==> src/hdl/dbp_regs.svh <==
// Register indices, field positions, reset values and mode codes of the dual byte port pair
`ifndef DBP_REGS_SVH
`define DBP_REGS_SVH

// Register indices (Avalon word address); byte address is four times the index
`define DBP_IDX_PORT2_DIRECTION      16'hFFB1
`define DBP_IDX_PORT2_OUTPUT_LATCH   16'hFFB3
`define DBP_IDX_PORT2_PULLUP_ENABLE  16'hFFAD
`define DBP_IDX_PORT3_DIRECTION      16'hFFB4
`define DBP_IDX_PORT3_OUTPUT_LATCH   16'hFFB6
`define DBP_IDX_PORT3_PULLUP_ENABLE  16'hFFAE
`define DBP_IDX_PORT_CONTROL         16'hFFC0
`define DBP_IDX_PORT_STATUS          16'hFFC1

// Field positions of the control register
`define DBP_CTRL_PWM_B_BIT           0
`define DBP_CTRL_HIE_BIT             1

// Field positions of the status register
`define DBP_STAT_MODE_LSB            0
`define DBP_STAT_MODE_MSB            1
`define DBP_STAT_SW_STANDBY_BIT      2
`define DBP_STAT_HW_STANDBY_BIT      3

// Reset and fixed values
`define DBP_RESET_BYTE               8'h00
`define DBP_DIR_READBACK             8'hFF
`define DBP_MODE1_DIRECTION          8'hFF
`define DBP_UNMAPPED_READ            8'h00

// Operating mode codes on the mode pins
`define DBP_MODE_1                   2'h1
`define DBP_MODE_2                   2'h2
`define DBP_MODE_3                   2'h3

`endif

==> src/hdl/dbp_pkg.sv <==
// Types shared by the dual byte port pair modules
package dbp_pkg;

  // Avalon slave handshake state
  typedef enum logic {
    DBP_BUS_IDLE,
    DBP_BUS_ACK
  } dbp_bus_t;

  // All state of the register and mode logic
  typedef struct packed {
    dbp_bus_t    bus;
    logic        waitreq;
    logic [7:0]  rdata;
    logic [7:0]  p2_latch;
    logic [7:0]  p2_pullup;
    logic [7:0]  p2_dir;
    logic [7:0]  p3_latch;
    logic [7:0]  p3_pullup;
    logic [7:0]  p3_dir;
    logic        pwm_b;
    logic        host_interface_enable;
    logic [1:0]  mode_s1;
    logic [1:0]  mode_s2;
    logic        hws_s1;
    logic        hws_s2;
  } dbp_top_state_t;

  // All state of one pin group
  typedef struct packed {
    logic [7:0]  sync1;
    logic [7:0]  sync2;
    logic [7:0]  out;
    logic [7:0]  oe;
    logic [7:0]  pull;
  } dbp_port_state_t;

endpackage : dbp_pkg

==> src/hdl/dbp_port_if.sv <==
// Signals between the register logic and one pin group
`timescale 1ns/1ns
`default_nettype none

interface dbp_port_if;
  logic [7:0] drv_en;    // Pin driver enables wanted
  logic [7:0] drv_val;   // Pin levels wanted
  logic [7:0] pull_en;   // Pull-up enables wanted
  logic [7:0] pin_sync;  // Synchronised pin levels

  modport ctrl (output drv_en, output drv_val, output pull_en, input pin_sync);
  modport pins (input drv_en, input drv_val, input pull_en, output pin_sync);
endinterface : dbp_port_if

`default_nettype wire

==> src/hdl/dbp_port.sv <==
// One 8-bit pin group: input synchroniser and registered pin drivers
`timescale 1ns/1ns
`default_nettype none

module dbp_port
  import dbp_pkg::*;
(
  input  wire logic       i_clk,      // System clock
  input  wire logic       i_resetn,   // Asynchronous reset, active low
  input  wire logic       i_ce,       // Clock enable
  dbp_port_if.pins        port,       // Towards the register logic
  input  wire logic [7:0] i_pin_in,   // Pin levels from the pads
  output logic      [7:0] o_pin_out,  // Pin output levels
  output logic      [7:0] o_pin_oe,   // Pin output enables, high drives
  output logic      [7:0] o_pullup    // Pull-up enables
);

  dbp_port_state_t st_r;
  dbp_port_state_t st_nxt;

  // Pads are asynchronous, so two stages before anyone reads them
  always_comb begin
    st_nxt = st_r;
    if (i_ce) begin
      st_nxt.sync1 = i_pin_in;
      st_nxt.sync2 = st_r.sync1;
      st_nxt.out   = port.drv_val;
      st_nxt.oe    = port.drv_en;
      st_nxt.pull  = port.pull_en;
    end
  end

  // Pins float and pull-ups stay off while reset is held
  always_ff @(posedge i_clk or negedge i_resetn) begin
    if (!i_resetn) begin
      st_r <= '0;
    end else begin
      st_r <= st_nxt;
    end
  end

  // Only the second stage leaves the module
  assign port.pin_sync = st_r.sync2;
  assign o_pin_out     = st_r.out;
  assign o_pin_oe      = st_r.oe;
  assign o_pullup      = st_r.pull;

endmodule : dbp_port

`default_nettype wire

==> src/hdl/dbp_io_pair.sv <==
// Two byte-wide ports: registers, read-back, direction, pull-ups and pin function per mode
`timescale 1ns/1ns
`default_nettype none
`include "dbp_regs.svh"

// How it works
// - Output pins read back the port 2 latch
// - Input pins read back the port 2 pin
// - Port 2 latch clears, kept in software standby
// - Port 2 pull-up needs enable set, direction clear
// - Port 2 pull-up enables clear, kept in software standby
// - Mode 1 drives upper address on port 2
// - Mode 2: output address/PWM, else input
// - Mode 3: direction clear means general input
// - Mode 3 output: latch or PWM by group B
// - Port 2 pull-ups off in mode 1, reset, hardware standby
// - Software standby keeps pull-up state unchanged
// - Port 3 direction write-only, reads all ones
// - Port 3 direction clears, kept in software standby
// - Modes 1, 2: port 3 is data bus
// - Data bus floats in reset and standby
// - Mode 3 without slave: port 3 output or input by direction
// - Port 3 reads latch or pin by direction
// - Port 3 latch clears, kept in software standby
// - Port 3 pull-ups only in mode 3
// - Port 3 pull-up needs enable, input, no slave
// - Port 3 pull-up enables clear, kept in software standby
// - Port 2 direction write-only, ones in mode 1
module dbp_io_pair
  import dbp_pkg::*;
(
  input  wire logic        i_clk,             // System clock, 20 MHz
  input  wire logic        i_resetn,          // Asynchronous reset, active low
  input  wire logic        i_ce,              // Clock enable, freezes all state when low
  // Avalon-MM slave
  input  wire logic [15:0] i_avs_address,     // Word address, equals register index
  input  wire logic        i_avs_read,        // Read request
  input  wire logic        i_avs_write,       // Write request
  input  wire logic [31:0] i_avs_writedata,   // Write data, byte lane 0 used
  input  wire logic [3:0]  i_avs_byteenable,  // Byte enables, lane 0 must be set to write
  output logic      [31:0] o_avs_readdata,    // Read data, upper bytes zero
  output logic             o_avs_waitrequest, // High until the access completes
  // System state
  input  wire logic [1:0]  i_mode,            // Mode pins, asynchronous
  input  wire logic        i_hw_standby,      // Hardware standby pin, asynchronous
  input  wire logic        i_sw_standby,      // Software standby from the system controller
  // Sources multiplexed onto the pins
  input  wire logic [7:0]  i_addr_hi,         // Upper address bits 15 to 8
  input  wire logic [7:0]  i_pwm,             // PWM outputs for port 2
  input  wire logic [7:0]  i_dbus_wdata,      // External data bus write data
  input  wire logic        i_dbus_drive,      // External data bus drive request
  input  wire logic [7:0]  i_hdb_wdata,       // Host data bus read-back data
  input  wire logic        i_hdb_drive,       // Host data bus drive request
  output logic      [7:0]  o_p3_in,           // Synchronised port 3 levels for the bus users
  // Port 2 pads
  input  wire logic [7:0]  i_p2_pin,          // Port 2 pad levels
  output logic      [7:0]  o_p2_out,          // Port 2 output levels
  output logic      [7:0]  o_p2_oe,           // Port 2 output enables
  output logic      [7:0]  o_p2_pullup,       // Port 2 pull-up enables
  // Port 3 pads
  input  wire logic [7:0]  i_p3_pin,          // Port 3 pad levels
  output logic      [7:0]  o_p3_out,          // Port 3 output levels
  output logic      [7:0]  o_p3_oe,           // Port 3 output enables
  output logic      [7:0]  o_p3_pullup        // Port 3 pull-up enables
);

  // Whole register state lives in one struct
  dbp_top_state_t st_r;
  dbp_top_state_t st_nxt;

  // This module drives the wanted pin state and reads the pads back
  dbp_port_if p2_if ();
  dbp_port_if p3_if ();

  // Decoded operating conditions
  // All but req, commit and wbyte are plain decodes of registered state
  logic       mode1;
  logic       mode2;
  logic       mode3;
  logic       hws;
  logic       slave;
  logic [7:0] p2_dir_eff;
  logic [7:0] p2_read;
  logic [7:0] p3_read;
  logic       req;
  logic       commit;
  logic [7:0] wbyte;

  // Codes other than 1 and 2 run as single-chip mode
  // Code 0 means nothing; mode 3 keeps pins as inputs
  // Only the second synchroniser stage is decoded
  // Mode pins are expected to stay put in normal use
  // Slave mode needs single-chip mode and the host bit
  assign mode1 = (st_r.mode_s2 == `DBP_MODE_1);
  assign mode2 = (st_r.mode_s2 == `DBP_MODE_2);
  assign mode3 = !mode1 && !mode2;
  assign hws   = st_r.hws_s2;
  assign slave = mode3 && st_r.host_interface_enable;

  // Mode 1 bypasses the stored direction, not overwrites it
  // mode 1 direction
  assign p2_dir_eff = mode1 ? `DBP_MODE1_DIRECTION : st_r.p2_dir;

  // Read-back is per bit: outputs report the latch,
  // inputs the pad after two synchroniser stages.
  // A loaded output pin still reads what was written
  // latch read-back
  assign p2_read = (p2_dir_eff & st_r.p2_latch) | (~p2_dir_eff & p2_if.pin_sync);

  // In the bus modes latch and direction still exist,
  // they just do not reach the pins
  // port 3 read-back
  assign p3_read = (st_r.p3_dir & st_r.p3_latch) | (~st_r.p3_dir & p3_if.pin_sync);

  // Fixed two-cycle access: taken, then one answer cycle.
  // Only lane 0 carries data; a write with it disabled
  // completes on the bus but changes nothing
  // Bus request and the edge at which it completes
  assign req    = i_avs_read || i_avs_write;
  assign wbyte  = i_avs_writedata[7:0];
  // completing edge write
  // Ack state means the master has seen waitrequest low
  assign commit = (st_r.bus == DBP_BUS_ACK) && i_avs_write && i_avs_byteenable[0];

  // Register, handshake and synchroniser next state
  always_comb begin
    st_nxt = st_r;
    if (i_ce) begin
      // Mode and standby pins are asynchronous
      // Software standby is on this clock and needs no stages
      st_nxt.mode_s1 = i_mode;
      st_nxt.mode_s2 = st_r.mode_s1;
      st_nxt.hws_s1  = i_hw_standby;
      st_nxt.hws_s2  = st_r.hws_s1;

      // Read data are captured when the request is taken
      // One wait cycle, then a single completing cycle
      case (st_r.bus)
        DBP_BUS_IDLE: begin
          if (req) begin
            st_nxt.bus     = DBP_BUS_ACK;
            st_nxt.waitreq = 1'b0;
            st_nxt.rdata   = `DBP_UNMAPPED_READ;
            // Writes answer zero; only reads look up a register
            if (i_avs_read) begin
              case (i_avs_address)
                `DBP_IDX_PORT2_DIRECTION:     st_nxt.rdata = `DBP_DIR_READBACK;
                `DBP_IDX_PORT2_OUTPUT_LATCH:  st_nxt.rdata = p2_read;
                `DBP_IDX_PORT2_PULLUP_ENABLE: st_nxt.rdata = st_r.p2_pullup;
                `DBP_IDX_PORT3_DIRECTION:     st_nxt.rdata = `DBP_DIR_READBACK;
                `DBP_IDX_PORT3_OUTPUT_LATCH:  st_nxt.rdata = p3_read;
                `DBP_IDX_PORT3_PULLUP_ENABLE: st_nxt.rdata = st_r.p3_pullup;
                `DBP_IDX_PORT_CONTROL: begin
                  st_nxt.rdata[`DBP_CTRL_PWM_B_BIT] = st_r.pwm_b;
                  st_nxt.rdata[`DBP_CTRL_HIE_BIT]   = st_r.host_interface_enable;
                end
                `DBP_IDX_PORT_STATUS: begin
                  st_nxt.rdata[`DBP_STAT_MODE_MSB:`DBP_STAT_MODE_LSB] = st_r.mode_s2;
                  st_nxt.rdata[`DBP_STAT_SW_STANDBY_BIT] = i_sw_standby;
                  st_nxt.rdata[`DBP_STAT_HW_STANDBY_BIT] = hws;
                end
                default: st_nxt.rdata = `DBP_UNMAPPED_READ;
              endcase
            end
          end
        end
        DBP_BUS_ACK: begin
          // The master drops its request after this cycle
          st_nxt.bus     = DBP_BUS_IDLE;
          st_nxt.waitreq = 1'b1;
        end
        default: begin
          // Unreachable with a two-state enum; safe return
          st_nxt.bus     = DBP_BUS_IDLE;
          st_nxt.waitreq = 1'b1;
        end
      endcase

      // Writes land on the edge that ends the answer cycle
      // Register writes; unmapped indices are dropped silently
      if (commit) begin
        case (i_avs_address)
          `DBP_IDX_PORT2_DIRECTION:     st_nxt.p2_dir    = wbyte;
          `DBP_IDX_PORT2_OUTPUT_LATCH:  st_nxt.p2_latch  = wbyte;
          `DBP_IDX_PORT2_PULLUP_ENABLE: st_nxt.p2_pullup = wbyte;
          `DBP_IDX_PORT3_DIRECTION:     st_nxt.p3_dir    = wbyte;
          `DBP_IDX_PORT3_OUTPUT_LATCH:  st_nxt.p3_latch  = wbyte;
          `DBP_IDX_PORT3_PULLUP_ENABLE: st_nxt.p3_pullup = wbyte;
          `DBP_IDX_PORT_CONTROL: begin
            st_nxt.pwm_b = wbyte[`DBP_CTRL_PWM_B_BIT];
            st_nxt.host_interface_enable   = wbyte[`DBP_CTRL_HIE_BIT];
          end
          default: begin
          end
        endcase
      end

      // Hardware standby overrides any latch, direction or pull-up write in the same cycle;
      // software standby simply leaves every register alone
      // Control bits are cleared only by the reset input
      if (hws) begin
        st_nxt.p2_latch  = `DBP_RESET_BYTE;
        st_nxt.p2_pullup = `DBP_RESET_BYTE;
        st_nxt.p2_dir    = `DBP_RESET_BYTE;
        st_nxt.p3_latch  = `DBP_RESET_BYTE;
        st_nxt.p3_pullup = `DBP_RESET_BYTE;
        st_nxt.p3_dir    = `DBP_RESET_BYTE;
      end
    end
  end

  // Mode stages reset to mode 3, so pins come up as inputs
  // before the real mode pins have been synchronised
  // Bus state starts idle with waitrequest high
  // All control state comes out of reset at its documented value
  always_ff @(posedge i_clk or negedge i_resetn) begin
    if (!i_resetn) begin
      st_r         <= '0;
      st_r.bus     <= DBP_BUS_IDLE;
      st_r.waitreq <= 1'b1;
      st_r.mode_s1 <= `DBP_MODE_3;
      st_r.mode_s2 <= `DBP_MODE_3;
    end else begin
      st_r <= st_nxt;
    end
  end

  // Software standby does not appear here: outputs keep
  // driving and pull-ups keep their state.
  // Hardware standby floats the pins like the address bus
  // Pin registers add one edge after the control change
  // Port 2 pin function per mode
  always_comb begin
    p2_if.drv_en  = 8'h00;
    p2_if.drv_val = 8'h00;
    p2_if.pull_en = 8'h00;
    if (hws) begin
      // Address bus and general pins all float in hardware standby
      p2_if.drv_en  = 8'h00;
    end else if (mode1) begin
      // upper address out
      // Direction and pull-up registers are bypassed here
      p2_if.drv_en  = 8'hFF;
      p2_if.drv_val = i_addr_hi;
    end else if (mode2) begin
      // address or PWM
      // Group B picks PWM over address for every pin
      p2_if.drv_en  = st_r.p2_dir;
      p2_if.drv_val = st_r.pwm_b ? i_pwm : i_addr_hi;
    end else begin
      p2_if.drv_en  = st_r.p2_dir;
      // latch or PWM
      // Group B selects PWM, otherwise the latch drives
      p2_if.drv_val = st_r.pwm_b ? i_pwm : st_r.p2_latch;
    end
    // held through software standby
    // Pull-ups share the registered path of the drivers
    if (!hws && !mode1) begin
      p2_if.pull_en = st_r.p2_pullup & ~p2_dir_eff;
    end
  end

  // The data bus drives only on request and outside standby;
  // in single-chip mode software standby keeps the outputs.
  // Slave mode leaves latch and direction untouched
  // Port 3 pin function per mode
  always_comb begin
    p3_if.drv_en  = 8'h00;
    p3_if.drv_val = 8'h00;
    p3_if.pull_en = 8'h00;
    if (hws) begin
      // float in hardware standby
      // Bus and host drive requests are ignored here
      p3_if.drv_en  = 8'h00;
    end else if (!mode3) begin
      // float in software standby
      // The stored direction is ignored here
      p3_if.drv_en  = (i_dbus_drive && !i_sw_standby) ? 8'hFF : 8'h00;
      p3_if.drv_val = i_dbus_wdata;
    end else if (slave) begin
      // Host data bus owns the pins in slave mode
      // Host side decides when to drive
      p3_if.drv_en  = i_hdb_drive ? 8'hFF : 8'h00;
      p3_if.drv_val = i_hdb_wdata;
    end else begin
      p3_if.drv_en  = st_r.p3_dir;
      p3_if.drv_val = st_r.p3_latch;
    end
    // input and not slave
    // Direction 0 with control bit 1 turns it on
    if (!hws && mode3 && !slave) begin
      p3_if.pull_en = st_r.p3_pullup & ~st_r.p3_dir;
    end
  end

  // Each group owns its synchroniser and output registers,
  // so both ports see the same input and output lag
  // Pin group for port 2
  dbp_port u_port2 (
    .i_clk     (i_clk),
    .i_resetn  (i_resetn),
    .i_ce      (i_ce),
    .port      (p2_if),
    .i_pin_in  (i_p2_pin),
    .o_pin_out (o_p2_out),
    .o_pin_oe  (o_p2_oe),
    .o_pullup  (o_p2_pullup)
  );

  // Pin group for port 3
  dbp_port u_port3 (
    .i_clk     (i_clk),
    .i_resetn  (i_resetn),
    .i_ce      (i_ce),
    .port      (p3_if),
    .i_pin_in  (i_p3_pin),
    .o_pin_out (o_p3_out),
    .o_pin_oe  (o_p3_oe),
    .o_pullup  (o_p3_pullup)
  );

  // Bus outputs straight from the state register; the bus users see
  // port 3 through the same synchroniser, so reads lag the pads by two edges
  // Upper read data bytes are tied low
  assign o_avs_readdata    = {24'h000000, st_r.rdata};
  assign o_avs_waitrequest = st_r.waitreq;
  assign o_p3_in           = p3_if.pin_sync;

endmodule : dbp_io_pair

`default_nettype wire

==> config.mk <==
export PLATFORM = sky130hd
export DESIGN_NAME = dbp_io_pair
export DESIGN_NICKNAME = d
export VERILOG_FILES = /design/src/hdl/dbp_pkg.sv /design/src/hdl/dbp_port_if.sv /design/src/hdl/dbp_port.sv /design/src/hdl/dbp_io_pair.sv
export VERILOG_INCLUDE_DIRS = /design/src /design/src/hdl
export SDC_FILE = /design/constraint.sdc
export NUM_CORES = 1
export LEC_CHECK = 0
export BUFFER_PORTS_ARGS = -buffer_cell sky130_fd_sc_hd__buf_2
export CORE_ASPECT_RATIO = 0.6
export CORE_MARGIN = 8
export CORE_UTILIZATION = 40
export DETAILED_ROUTE_END_ITERATION = 16
export PLACE_DENSITY_LB_ADDON = 0.1
export SYNTH_ARGS = -nofsm -noshare
export SYNTH_HDL_FRONTEND = slang
export SYNTH_SLANG_ARGS = --single-unit
==> constraint.sdc <==
create_clock -name i_clk -period 4.2 [get_ports i_clk]
set_input_delay 0.21 -clock i_clk [delete_from_list [all_inputs] [get_ports i_clk]]
set_output_delay 0.21 -clock i_clk [all_outputs]
set_load 0.02 [all_outputs]
---- Word-level counts from Yosys, hierarchy flattened ----
Index checks and enable logic that the tools add are counted.
operators by class
  bitwise logic cells ..................... 11
  add/subtract/negate cells ............... 0
  magnitude comparators ................... 0
  $mul .................................... 0
  multiplexer cells ....................... 32
  divide/modulo/power cells ............... 0
  shift operators ......................... 0
  equality and inequality tests ........... 11
  reductions and logical operators ........ 31
operators by type and width
  operator                                       number
  2-to-1 mux 8 bit                               24
  == test 16 bit, second input constant          8
  2-to-1 mux 50 bit                              1
  bitwise AND 8 bit                              6
  2-to-1 mux 48 bit                              1
  AND reduction 3 bit                            8
  one-hot mux 4 bit (5 select lines)             1
  NOT 8 bit                                      2
  OR 8 bit                                       2
  one-hot mux 2 bit (7 select lines)             1
  nonzero test 2 bit                             7
  one-hot mux 2 bit (6 select lines)             1
  2-to-1 mux 10 bit                              1
  logical AND 1 bit                              8
  logical NOT 1 bit                              5
  one-hot mux 2 bit (2 select lines)             1
  == test 2 x 1 -> 1 bit, second input constant  1
  == test 2 bit, second input constant           1
  2-to-1 mux 2 bit                               1
  != test 2 bit, second input constant           1
  AND reduction 2 bit                            1
  OR reduction 2 bit                             1
  logical OR 1 bit                               1
  NOT 1 bit                                      1
word-level totals
  bits in latches ......................... 0
  bits in writable memories ............... 0
  memories kept ........................... 0
  bits in read-only memories .............. 0
  bits of input ports ..................... 111
  flip-flop bits (word level) ............. 146
  word-level logic and storage cells ...... 110

---- Depth between registers and ports, before layout ----
Gate-level depths: netlist of run 1.
  depth after elaboration ................. 9
  depth in mapped cells ................... 8
  depth with buffers taken out ............ 7

---- Cells and area by module ----
A second synthesis of run 1 with hierarchy kept.
unflattened totals
  cells, all modules ...................... 725
  area total of the unflattened synthesis .. 7,704.9 sq um
modules (own cells, without submodules)
  module       instances  cells an instance  area each (sq um)
  dbp_io_pair  1          493                4,231.6
  dbp_port     2          116                1,736.7

---- Least setup slack after synthesis of run 1 ----
OpenSTA, ideal clock, no wires.
  kind .................................... register -> register
  start ................................... reg st_r[2] in the netlist's numbering
  end ..................................... reg u_port3.st_r (netlist bit u_port3.o_pullup[0])
  setup time .............................. 101 ps
  stages on the path, launching flop included .. 9
  setup slack ............................. 2,254 ps
  arrival time ............................ 1,845 ps
  clock period less this slack ............ 1,946 ps
  cells stage by stage .................... dfstp_2 -> inv_1 -> ha_1 -> buf_2 -> nand2b_1 -> clkbuf_1 -> or2_2 -> clkbuf_1 -> o32ai_1
on the way
  cells in the longest elaborated chain, start to end .. 7
  elaborated cells on any way between the ends .. 10
  those cells by class .................... eq/ne: 2; mux: 1; reduce/logical: 7
RTL lines
  what                                                                      RTL line            text
  start, declared                                                           dbp_io_pair.sv:68   dbp_top_state_t st_r;
  start signal, assigned                                                    dbp_io_pair.sv:224  st_r <= st_nxt;
  == test 2 x 1 -> 1 bit (no line) / == test 2 bit (equally long branches)  n/a
  logical NOT 1 bit                                                         dbp_io_pair.sv:96   assign mode3 = !mode1 && !mode2;
  logical AND 1 bit (*)                                                     dbp_io_pair.sv:96
  logical AND 1 bit                                                         dbp_io_pair.sv:98   assign slave = mode3 && st_r.host_interface_enable;
  logical NOT 1 bit                                                         dbp_io_pair.sv:291  if (!hws && mode3 && !slave) begin
  logical AND 1 bit (*)                                                     dbp_io_pair.sv:291
  2-to-1 mux 8 bit (*)                                                      dbp_io_pair.sv:291
  end signal, assigned                                                      dbp_port.sv:38      st_r <= st_nxt;
  end, declared                                                             dbp_port.sv:18      dbp_port_state_t st_r;
Mark *: on every way between the ends. The rest lies on a longest branch, timed or not.
A chain may end at the register's enable or synchronous reset.

---- Worst setup path in the final report of run 1 ----
  start ................................... reg st_r[2] in the netlist's numbering
  end ..................................... reg u_port3.st_r (netlist bit u_port3.o_pullup[1])
The elaborated chain is that of the path after synthesis.

==> results of run 1 <==
==> final cells by class <==
class / instances / share of cell area (%)
clock buffers: 20 / 5.237
clock inverters: 12 / 1.819
inverters: 61 / 2.684
multi-input cells: 449 / 34.22
flip-flops and latches: 146 / 42.91
well taps: 246 / 3.609
repair buffers: 155 / 9.520
==> path summary, 6_finish.rpt <==
| kind | endpoint | slack, ns | cells past startpoint |
|---|---|---|---|
| max | u_port3.o_pullup[1]$_DFFE_PN0P_ | 1.77 | 5 |
| min | u_port2.st_r[34]$_DFFE_PN0P_ | 0.02 | 2 |
| max reg2reg | u_port3.o_pullup[1]$_DFFE_PN0P_ | 1.77 | 5 |
| min reg2reg | o_avs_readdata[4]$_DFFE_PN0P_ | 0.49 | 2 |
| max in group asynchronous | st_r[2]$_DFFE_PN1P_ | 2.64 | 3 |
| min in group asynchronous | o_avs_readdata[1]$_DFFE_PN0P_ | 0.47 | 2 |
==> kinds of logic (layout without fill, tap and decap cells) <==
logic type                 after synthesis  count (layout)  synth area share [%]
muxes                                   66              66                 9.466
DFF                                    146             146                 48.24
and+or+nand+nor                        201             201                 15.14
adders and majority gates                2               2                0.3298
buffers and inverters                  193             248                 14.46
xor gates and xnor gates                 2               2                0.2309
AOI/OAI and AO/OA                      154             154                 12.09
other                                    1              24               0.04942
==> power groups by stage <==
stage | combinational [W] | sequential [W] | clock [W]
floorplan | 0.000474 | 0.00158 | 0
global placement | 0.000569 | 0.00161 | 0
detailed placement | 0.000575 | 0.00161 | 0
CTS | 0.000577 | 0.00159 | 0.00160
global route | 0.000638 | 0.00160 | 0.00166
finish | 0.000573 | 0.00158 | 0.00157
==> flip-flops by register name, summed over array words and instances, names as in the netlist <==
register               cells
hws                        1
o_avs_readdata             8
o_avs_waitrequest          1
st_r                      56
u_port2.o_pin_oe           8
u_port2.o_pin_out          8
u_port2.o_pullup           8
u_port2.port.pin_sync      8
u_port2.st_r               8
u_port3.o_pin_oe           8
u_port3.o_pin_out          8
u_port3.o_pullup           8
u_port3.port.pin_sync      8
u_port3.st_r               8
==> routing by layer <==
metal | track usage, % | routed length, microns | vias to the layer above
li1 | - | - | 2697
met1 | 26.08 | 10830 | 2814
met2 | 28.04 | 9671 | 190
met3 | 6.791 | 1601 | 16
met4 | 4.356 | 172 | 2
met5 | 0 | 13 | -
==> Yosys cell counts, types with 2 or more instances <==
library cell,number,area [sq um]
dfstp_2,5,131.4
nand2_1,30,112.6
nor4b_2,2,30.03
buf_4,93,698.2
nand2b_1,2,12.51
nand4b_1,9,78.83
dfrtp_1,141,3528
nor3b_1,2,15.01
o21ai_1,21,105.1
and2_1,2,12.51
buf_1,6,22.52
o21ai_0,62,310.3
mux2i_1,20,200.2
nand3_2,3,30.03
ha_1,2,25.02
nor2_1,39,146.4
nor3_1,16,80.08
a21oi_1,15,75.07
mux2_2,46,518.0
and3_1,2,12.51
a22oi_1,2,15.01
nand4_1,6,37.54
o2bb2ai_1,2,17.52
nand3_1,60,300.3
xnor2_1,2,17.52
and4_1,4,35.03
nor2b_1,7,43.79
a22o_1,7,61.31
or3b_2,2,17.52
clkbuf_1,19,71.32
o2111a_1,2,22.52
inv_1,61,229.0
o22ai_1,25,156.4
o32ai_1,8,70.07
buf_2,13,65.06
o22a_1,2,17.52
and4bb_2,2,25.02
a211oi_1,2,15.01
==> per-stage QoR <==
stage                     total power, W  std cells
after floorplan                 0.002051        788
after global placement          0.002174       1053
after detailed placement        0.002185       1053
after CTS                       0.003761       1086
after global routing            0.003895       1089
final                           0.003722       1089
==> out/qor.tcl, run 1 <==
set qor(synth_enable_flop_cells) 0
set qor(cts_buffer_depth) 2
set qor(drv_slew) 0
set qor(grt_remaining_overflow) 0
set qor(tritoncts) {yes}
set qor(drv_cap) 0
set qor(preCtsSetupSlack_ns) 1.740
set qor(tightest_slew_ns) 1.046
set qor(hold_slack_ns) 0.01875
set qor(final_area_sq_mm) 0.008529
set qor(slew-limit-headroom_pct) 30.29
set qor(clock_skew_ns) 0.01140
set qor(ys.flop_type) {dfrtp_1}
set qor(syn_area_sq_mm) 0.007587
set qor(cpPeakStageDelay_ns) 0.67
set qor(track_usage_pct) 18.89
set qor(grt_first_pass_wirelength_microns) 34560
set qor(route.detailed.drc) 0
set qor(worst_slack_ns) 1.769
set qor(yosysSeqAreaShare_pct) 48.24
set qor(layout.filler_cells) 1876
set qor(wp_data_required_ns) 4.51
set qor(postSynthAreaPerCell_sq_um) 9.918
set qor(min-delay-path-class) {primary input to flop}
set qor(setup.worst_path.class) {flop to flop}
set qor(async_flop_share_pct) 100.0
set qor(design.portCount) 200
set qor(crit_path_start) {st_r[2]$_DFFE_PN1P_}
set qor(areaGrowthSynthToFinish_pct) 12.42
set qor(power.static_leakage_nw) 3.907
set qor(most-common-layout-cells) {buf_2, dfrtp_1, o21ai_0}
set qor(drt_pre_antenna_iters) 4
set qor(switching_share_pct) 28.35
set qor(seq_area_sq_mm) 0.003660
set qor(worst-path-max-fanout) 19
set qor(drt-wirelength-per-cell_microns) 20.47
set qor(rsz0062_at_grt) {false}
set qor(cp_top_family) {simple AND/OR/NAND/NOR gates}
set qor(clock_tree.root_cell) {clkbuf_16}
set qor(crit_slowest_cell) {ha_1}
set qor(utilization_pct) 45.40
set qor(max_freq_mhz) 411.3
set qor(number_of_library_cell_types_mapped_by_synthesis) 59
set qor(place.port_buffers) 148
set qor(row_count) 39
set qor(start_util_pct) 40.39
set qor(fp.dieArea_sq_mm) 0.02378
set qor(drt.antenna.violating_nets) 0
set qor(dpl-instance-area_sq_mm) 0.007888
set qor(net-switching-power_w) 0.001055
set qor(postSynthRegisterBits) 146
set qor(most_common_cell_after_layout_fill_and_taps_aside) {buf_2}
set qor(crit_path_end_kind) {flop}
set qor(yosys_warnings) 0
set qor(cts_sinks) 146
set qor(antenna_cells_inserted) 0
set qor(worst_skew_pair.late_latency_ns) 0.42
set qor(finalSetupViolations) 0
set qor(clkTransAtPathRegs_ns) 0.06
set qor(clkPwrFrac_pct) 42.1
set qor(grt_antenna_before_repair) 1
set qor(post_cts_buffers) 0
set qor(setup_total_negative_slack_ns) 0
set qor(worst-path-buf-inv) 1
set qor(combinationalPowerShare_pct) 15.4
set qor(number_of_global_route_vias_before_repair) 5931
set qor(grt_max_degree) 110
set qor(place.gp.congestion) 0.8472
set qor(cts_inserted_buffers) 17
set qor(htree_levels) 4
set qor(run_status) {finished clean}
set qor(avgViaCountPerCell) 5.252
set qor(final_cycle_utilization_of_the_critical_path_pct) 57.89
set qor(timing.critical_path.cells) {inv_1 > ha_1 > nand2b_1 > or2_2 > o32ai_1}
set qor(die_h_microns) 122.7
set qor(worst_ir_drop_vdd_mv) 0.2396
set qor(power_density_mw_per_mm2) 436.4
set qor(route.final.wire_length_microns) 22290
set qor(cp_data_arrival_time_ns) 2.74
set qor(cts_repair_resize_count) 0
set qor(vias) 5719
set qor(final_net_count) 943
set qor(multi_input_comb_area_sq_mm) 0.002919
set qor(coreArea_sq_mm) 0.01879
set qor(place.detailed.hpwl_microns) 16450
set qor(timing.hold.worst.start) {i_p2_pin[2]}
set qor(regToRegStartpoint) {st_r[2]$_DFFE_PN1P_}
set qor(period_needed_ns) 2.431
set qor(gate_count_post_synth) 765
set qor(intPower_w) 0.002667
set qor(first_iter_violations) 452
set qor(postCtsHoldBufs) 1
set qor(die_w_microns) 193.8
set qor(start_kind) {flop}
set qor(finalHoldViolCount) 0
set qor(share_seq_of_total_power_pct) 42.5
set qor(final_layout_size_suffix_gt1_share_pct) 29.66
Power figures use the tool's default switching activity.
==> run 2: changes to the inputs <==
==> constraint.sdc (replaced) <==
create_clock -name i_clk -period 2 [get_ports i_clk]
set_input_delay 0.1 -clock i_clk [delete_from_list [all_inputs] [get_ports i_clk]]
set_output_delay 0.1 -clock i_clk [all_outputs]
set_load 0.02 [all_outputs]
==> run 2 against run 1 <==
  * Final area rose by 5.9%
  * Clock skew fell by 0.0011 ns
  * Die area did not move
  * Sequential share of layout area fell by 2.4 points
  * First-iteration DRC count fell by 3.8%
==> out/qor.tcl, run 2 (same netlist as run 1, synthesis figures left out) <==
set qor(cp_data_arrival_time_ns) 2.25
set qor(final_net_count) 1002
set qor(worst_skew_pair.late_latency_ns) 0.42
set qor(grt_antenna_before_repair) 0
set qor(row_count) 39
set qor(drt_pre_antenna_iters) 5
set qor(tightest_slew_ns) 0.5223
set qor(number_of_global_route_vias_before_repair) 6163
set qor(clock_skew_ns) 0.01029
set qor(seq_area_sq_mm) 0.003660
set qor(die_w_microns) 193.8
set qor(most-common-layout-cells) {buf_2, dfrtp_1, inv_1}
set qor(first_iter_violations) 435
set qor(cts_sinks) 146
set qor(design.portCount) 200
set qor(grt_remaining_overflow) 0
set qor(power_density_mw_per_mm2) 857.7
set qor(power.static_leakage_nw) 4.166
set qor(setup.worst_path.class) {flop to flop}
set qor(areaGrowthSynthToFinish_pct) 19.10
set qor(cts_buffer_depth) 2
set qor(finalSetupViolations) 0
set qor(run_status) {finished clean}
set qor(finalHoldViolCount) 0
set qor(hold_depth) 3
set qor(multi_input_comb_area_sq_mm) 0.002939
set qor(vias) 6024
set qor(clkTransAtPathRegs_ns) 0.06
set qor(grt_max_degree) 66
set qor(drt.antenna.violating_nets) 0
set qor(post_cts_buffers) 0
set qor(rr_worst_depth) 7
set qor(slew-limit-headroom_pct) 65.18
set qor(coreArea_sq_mm) 0.01879
set qor(drt-wirelength-per-cell_microns) 20.46
set qor(crit_slowest_cell) {dfstp_2}
set qor(tritoncts) {yes}
set qor(drv_slew) 0
set qor(period_needed_ns) 1.954
set qor(worst_ir_drop_vdd_mv) 0.5378
set qor(setup_total_negative_slack_ns) 0
set qor(place.detailed.hpwl_microns) 17680
set qor(worst-path-max-fanout) 7
set qor(cts_inserted_buffers) 17
set qor(place.gp.congestion) 0.8901
set qor(most_common_cell_after_layout_fill_and_taps_aside) {buf_2}
set qor(fp.dieArea_sq_mm) 0.02378
set qor(grt_first_pass_wirelength_microns) 36360
set qor(worst_slack_ns) 0.04590
set qor(largest_register_ffs) 56
set qor(drv_cap) 0
set qor(route.detailed.drc) 0
set qor(timing.critical_path.cells) {inv_1 > ha_1 > buf_4 > o21ai_0 > a21oi_1 > a2111oi_1 > o21ai_1}
set qor(final_layout_size_suffix_gt1_share_pct) 31.78
set qor(cpPeakStageDelay_ns) 0.52
set qor(route.final.wire_length_microns) 23450
set qor(max_freq_mhz) 511.7
set qor(avgViaCountPerCell) 5.257
set qor(start_kind) {flop}
set qor(layout.filler_cells) 1800
set qor(htree_levels) 4
set qor(place_inst) 1087
set qor(wp_data_required_ns) 2.30
set qor(antenna_cells_inserted) 0
set qor(final_cycle_utilization_of_the_critical_path_pct) 97.70
set qor(max_flop_register) {st_r}
set qor(post_layout_instance_count_excluding_filler_cells) 1146
set qor(place.port_buffers) 148
set qor(crit_path_end_kind) {flop}
set qor(min-delay-path-class) {primary input to flop}
set qor(die_h_microns) 122.7
set qor(start_util_pct) 40.39
set qor(clock_tree.root_cell) {clkbuf_16}
set qor(preCtsSetupSlack_ns) 0.03173
set qor(track_usage_pct) 19.72
## run 2: path summary, 6_finish.rpt
path | startpoint | to | slack [ns]
worst max register to register | st_r[3]$_DFFE_PN1P_ | o_avs_readdata[5]$_DFFE_PN0P_ | 0.05
worst min register to register | u_port3.st_r[34]$_DFFE_PN0P_ | u_port3.st_r[34]$_DFFE_PN0P_ | 0.51
worst max-delay path | st_r[3]$_DFFE_PN1P_ | o_avs_readdata[5]$_DFFE_PN0P_ | 0.05
max in group asynchronous | i_resetn | st_r[4]$_DFFE_PN1P_ | 0.99
worst min-delay path | i_dbus_wdata[1] | u_port3.o_pin_out[1]$_DFFE_PN0P_ | 0.02
min in group asynchronous | i_resetn | st_r[7]$_DFFE_PN0P_ | 0.20
## run 2: where the power goes
part	internal [W]	leakage, nW	total, W	switching (W)
combinational	0.000538	1.98	0.00137	0.000830
sequential	0.00317	1.92	0.00332	0.000149
clock	0.00178	0.265	0.00306	0.00129
total	0.00548	4.17	0.00775	0.00227
## run 2: cell type report
class / instances / area share, %
sequential: 146 / 40.50
multi-input combinational: 449 / 32.53
timing repair buffer: 214 / 14.86
clock buffer: 20 / 5.054
tap: 246 / 3.406
inverter: 61 / 2.534
clock inverter: 10 / 1.122
## run 2: what timing repair did
| item | CTS | global route |
|---|---|---|
| hold buffers | 29 | 0 |
| endpoints found under the setup margin | 0 | 14 |
| hold endpoints to repair | 75 | 0 |
| gates resized for setup | 0 | 11 |
## run 2: critical path, delay by kind of cell (launching register included)
family	cells	cell delay (ns)
buf+inv	2	0.24
fa+ha+maj	1	0.22
compound gates	4	0.86
flops	1	0.52
## run 2: metrics by stage
| step | utilization, % | cell area [sq um] | hold WS (ns) | power, W |
|---|---|---|---|---|
| after floorplan | - | 7674 | -0.1956 | 0.004307 |
| after global placement | 43.46 | 8165 | 0.09619 | 0.004661 |
| after detailed placement | 43.46 | 8165 | 0.09672 | 0.004693 |
| after CTS | 47.98 | 9014 | 0.002638 | 0.007806 |
| after global routing | 48.10 | 9036 | 0.02834 | 0.008078 |
| final | 48.10 | 9036 | 0.01815 | 0.007750 |
## run 2: layer usage
metal	global-route usage, %	part of all wire (%)	vias to the layer above
li1	-	-	2808
met1	28.73	50	3011
met2	29.52	44	190
met3	4.682	5.1	15
met4	4.117	0.77	0
met5	0	0	-
==> run 3: changes to the inputs <==
--- a/config.mk
+++ b/config.mk
@@ -9,7 +9,7 @@
 export BUFFER_PORTS_ARGS = -buffer_cell sky130_fd_sc_hd__buf_2
 export CORE_ASPECT_RATIO = 0.6
 export CORE_MARGIN = 8
-export CORE_UTILIZATION = 40
+export CORE_UTILIZATION = 46
 export DETAILED_ROUTE_END_ITERATION = 16
 export PLACE_DENSITY_LB_ADDON = 0.1
 export SYNTH_ARGS = -nofsm -noshare
==> constraint.sdc (replaced) <==
create_clock -name i_clk -period 2 [get_ports i_clk]
set_input_delay 0.2 -clock i_clk [delete_from_list [all_inputs] [get_ports i_clk]]
set_output_delay 0.2 -clock i_clk [all_outputs]
set_load 0.02 [all_outputs]
==> run 3 against run 2 <==
  * Final cell count shrank 5.3%
  * Non-clock buffer count shrank 26
  * Global-route usage grew 1.7 points
  * Worst setup slack gained 0.082 ns
  * Maximum frequency grew 4.4%
  * Via count shrank 1.7%
  * Count of clock-buffer cells in the layout shrank 1
  * Core utilization grew 6.0 points
  * Clock power is essentially flat
  * Worst hold slack lost 0.0053 ns
==> out/qor.tcl, run 3 (same netlist as run 1, synthesis figures left out) <==
set qor(run_status) {finished clean}
set qor(max_freq_mhz) 534.1
set qor(place.port_buffers) 148
set qor(clock_tree.root_cell) {clkbuf_16}
set qor(antenna_cells_inserted) 0
set qor(wp_data_required_ns) 2.32
set qor(number_of_global_route_vias_before_repair) 6053
set qor(place.gp.congestion) 0.9020
set qor(finalSetupViolations) 0
set qor(timing.hold.worst.start) {i_mode[1]}
set qor(die_h_microns) 115.5
set qor(clock_skew_ns) 0.01108
set qor(areaGrowthSynthToFinish_pct) 15.29
set qor(cts_sinks) 146
set qor(route.final.wire_length_microns) 22440
set qor(most_common_cell_after_layout_fill_and_taps_aside) {buf_2}
set qor(coreArea_sq_mm) 0.01617
set qor(final_net_count) 976
set qor(fp.dieArea_sq_mm) 0.02099
set qor(p_total_w) 0.007698
set qor(first_iter_violations) 559
set qor(route.detailed.drc) 0
set qor(period_needed_ns) 1.872
set qor(worst_slack_ns) 0.1278
set qor(htree_levels) 4
set qor(place_inst) 1049
set qor(post_layout_instance_count_excluding_filler_cells) 1085
set qor(regToRegStartpoint) {st_r[2]$_DFFE_PN1P_}
set qor(largest_register_ffs) 56
set qor(drt_pre_antenna_iters) 7
set qor(slew-limit-headroom_pct) 61.67
set qor(setup.worst_path.class) {flop to flop}
set qor(cts_inserted_buffers) 17
set qor(drv_slew) 0
set qor(min-delay-path-class) {primary input to flop}
set qor(worst_skew_pair.late_latency_ns) 0.42
set qor(crit_path_start) {st_r[2]$_DFFE_PN1P_}
set qor(die_w_microns) 181.8
set qor(clkTransAtPathRegs_ns) 0.07
set qor(most-common-layout-cells) {buf_2, dfrtp_1, o21ai_0}
set qor(grt_max_degree) 51
set qor(tightest_slew_ns) 0.5750
set qor(cts_buffer_depth) 2
set qor(final_layout_size_suffix_gt1_share_pct) 32.65
set qor(drt.antenna.violating_nets) 0
set qor(power.static_leakage_nw) 4.063
set qor(design.portCount) 200
set qor(finalHoldViolCount) 0
set qor(start_kind) {flop}
set qor(final_cycle_utilization_of_the_critical_path_pct) 93.61
set qor(rsz0062_at_grt) {false}
set qor(start_util_pct) 46.92
set qor(drv_cap) 0
set qor(track_usage_pct) 21.39
set qor(crit_path_end_kind) {flop}
set qor(max_flop_register) {st_r}
set qor(avgViaCountPerCell) 5.459
set qor(grt_first_pass_wirelength_microns) 34610
set qor(preCtsSetupSlack_ns) -0.009914
set qor(grt_antenna_before_repair) 1
set qor(tritoncts) {yes}
set qor(hold_slack_ns) 0.01288
set qor(place.detailed.hpwl_microns) 16780
set qor(power_density_mw_per_mm2) 880.1
set qor(worst-path-max-fanout) 8
set qor(drt-wirelength-per-cell_microns) 20.68
set qor(grt_remaining_overflow) 0
set qor(cp_data_arrival_time_ns) 2.19
set qor(vias) 5923
set qor(worst_ir_drop_vdd_mv) 0.4487
set qor(row_count) 36
## run 3: changes by cell type in the layout (fill, tap and decap cells not counted), sizes merged
| cell | before | now |
|---|---|---|
| clkbuf | 20 | 19 |
| bufinv | 1 | 0 |
| buf | 185 | 184 |
| clkinv | 3 | 5 |
| inv | 64 | 67 |
| dlygate4sd3 | 29 | 4 |
| clkinvlp | 3 | 2 |
## run 3: report_power, final
group	leakage [nW]	total, W	internal (W)	switching, W
combinational	1.87	0.00132	0.000506	0.000818
sequential	1.92	0.00332	0.00317	0.000147
clock	0.273	0.00306	0.00167	0.00139
total	4.06	0.00770	0.00535	0.00235
## run 3: cell type report
type                    instances  area (sq um)
fillers                      1452          7423
flip-flops and latches        146          3660
well taps                     209         261.5
clock buffers                  19         442.9
repair buffers                188          1097
multi-input cells             449          2934
inverters                      61         229.0
clock inverters                13         122.6
## run 3: routing by layer
layer / global-route usage, % / vias to the layer above / share of wire (%) / wire length, microns
met3: 5.479 / 19 / 7.3 / 1640
met2: 31.93 / 222 / 43 / 9750
met1: 30.84 / 2917 / 48 / 10850
met5: 0 / - / 0.058 / 13
li1: - / 2763 / - / -
met4: 4.622 / 2 / 0.81 / 182
## run 3: path summary, 6_finish.rpt
check	to	slack, ns	depth (start not counted)
max in group asynchronous	st_r[4]$_DFFE_PN1P_	0.92	3
worst max register to register	u_port3.o_pullup[4]$_DFFE_PN0P_	0.13	5
worst min-delay path	st_r[5]$_DFFE_PN1P_	0.01	2
worst min register to register	u_port3.port.pin_sync[2]$_DFFE_PN0P_	0.50	1
worst max-delay path	u_port3.o_pullup[4]$_DFFE_PN0P_	0.13	5
min in group asynchronous	st_r[65]$_DFFE_PN0P_	0.29	2
## run 3: per-stage QoR
stage / TNS [ns] / area, sq um / utilization [%]
final: 0 / 8747 / 54.09
after global routing: 0 / 8747 / 54.09
after CTS: 0 / 8732 / 54.00
after detailed placement: -0.009914 / 8124 / 50.24
after global placement: 0 / 8124 / 50.24
after floorplan: 0 / 7674 / -
## run 3: worst max-delay path, cell delays in order (launching register included)
cell and delay, ns:
dfstp_2 0.56, inv_1 0.06, ha_2 0.40, nand2b_1 0.09, or2_2 0.37, o32ai_1 0.27
## run 3: what timing repair did
item | in CTS | in global routing
hold buffers | 4 | 0
resized for setup | 1 | 3
endpoints found under the setup margin | 2 | 3
buffers inserted | 0 | 0
cloned | 0 | 0
endpoints found under the hold margin | 49 | 0
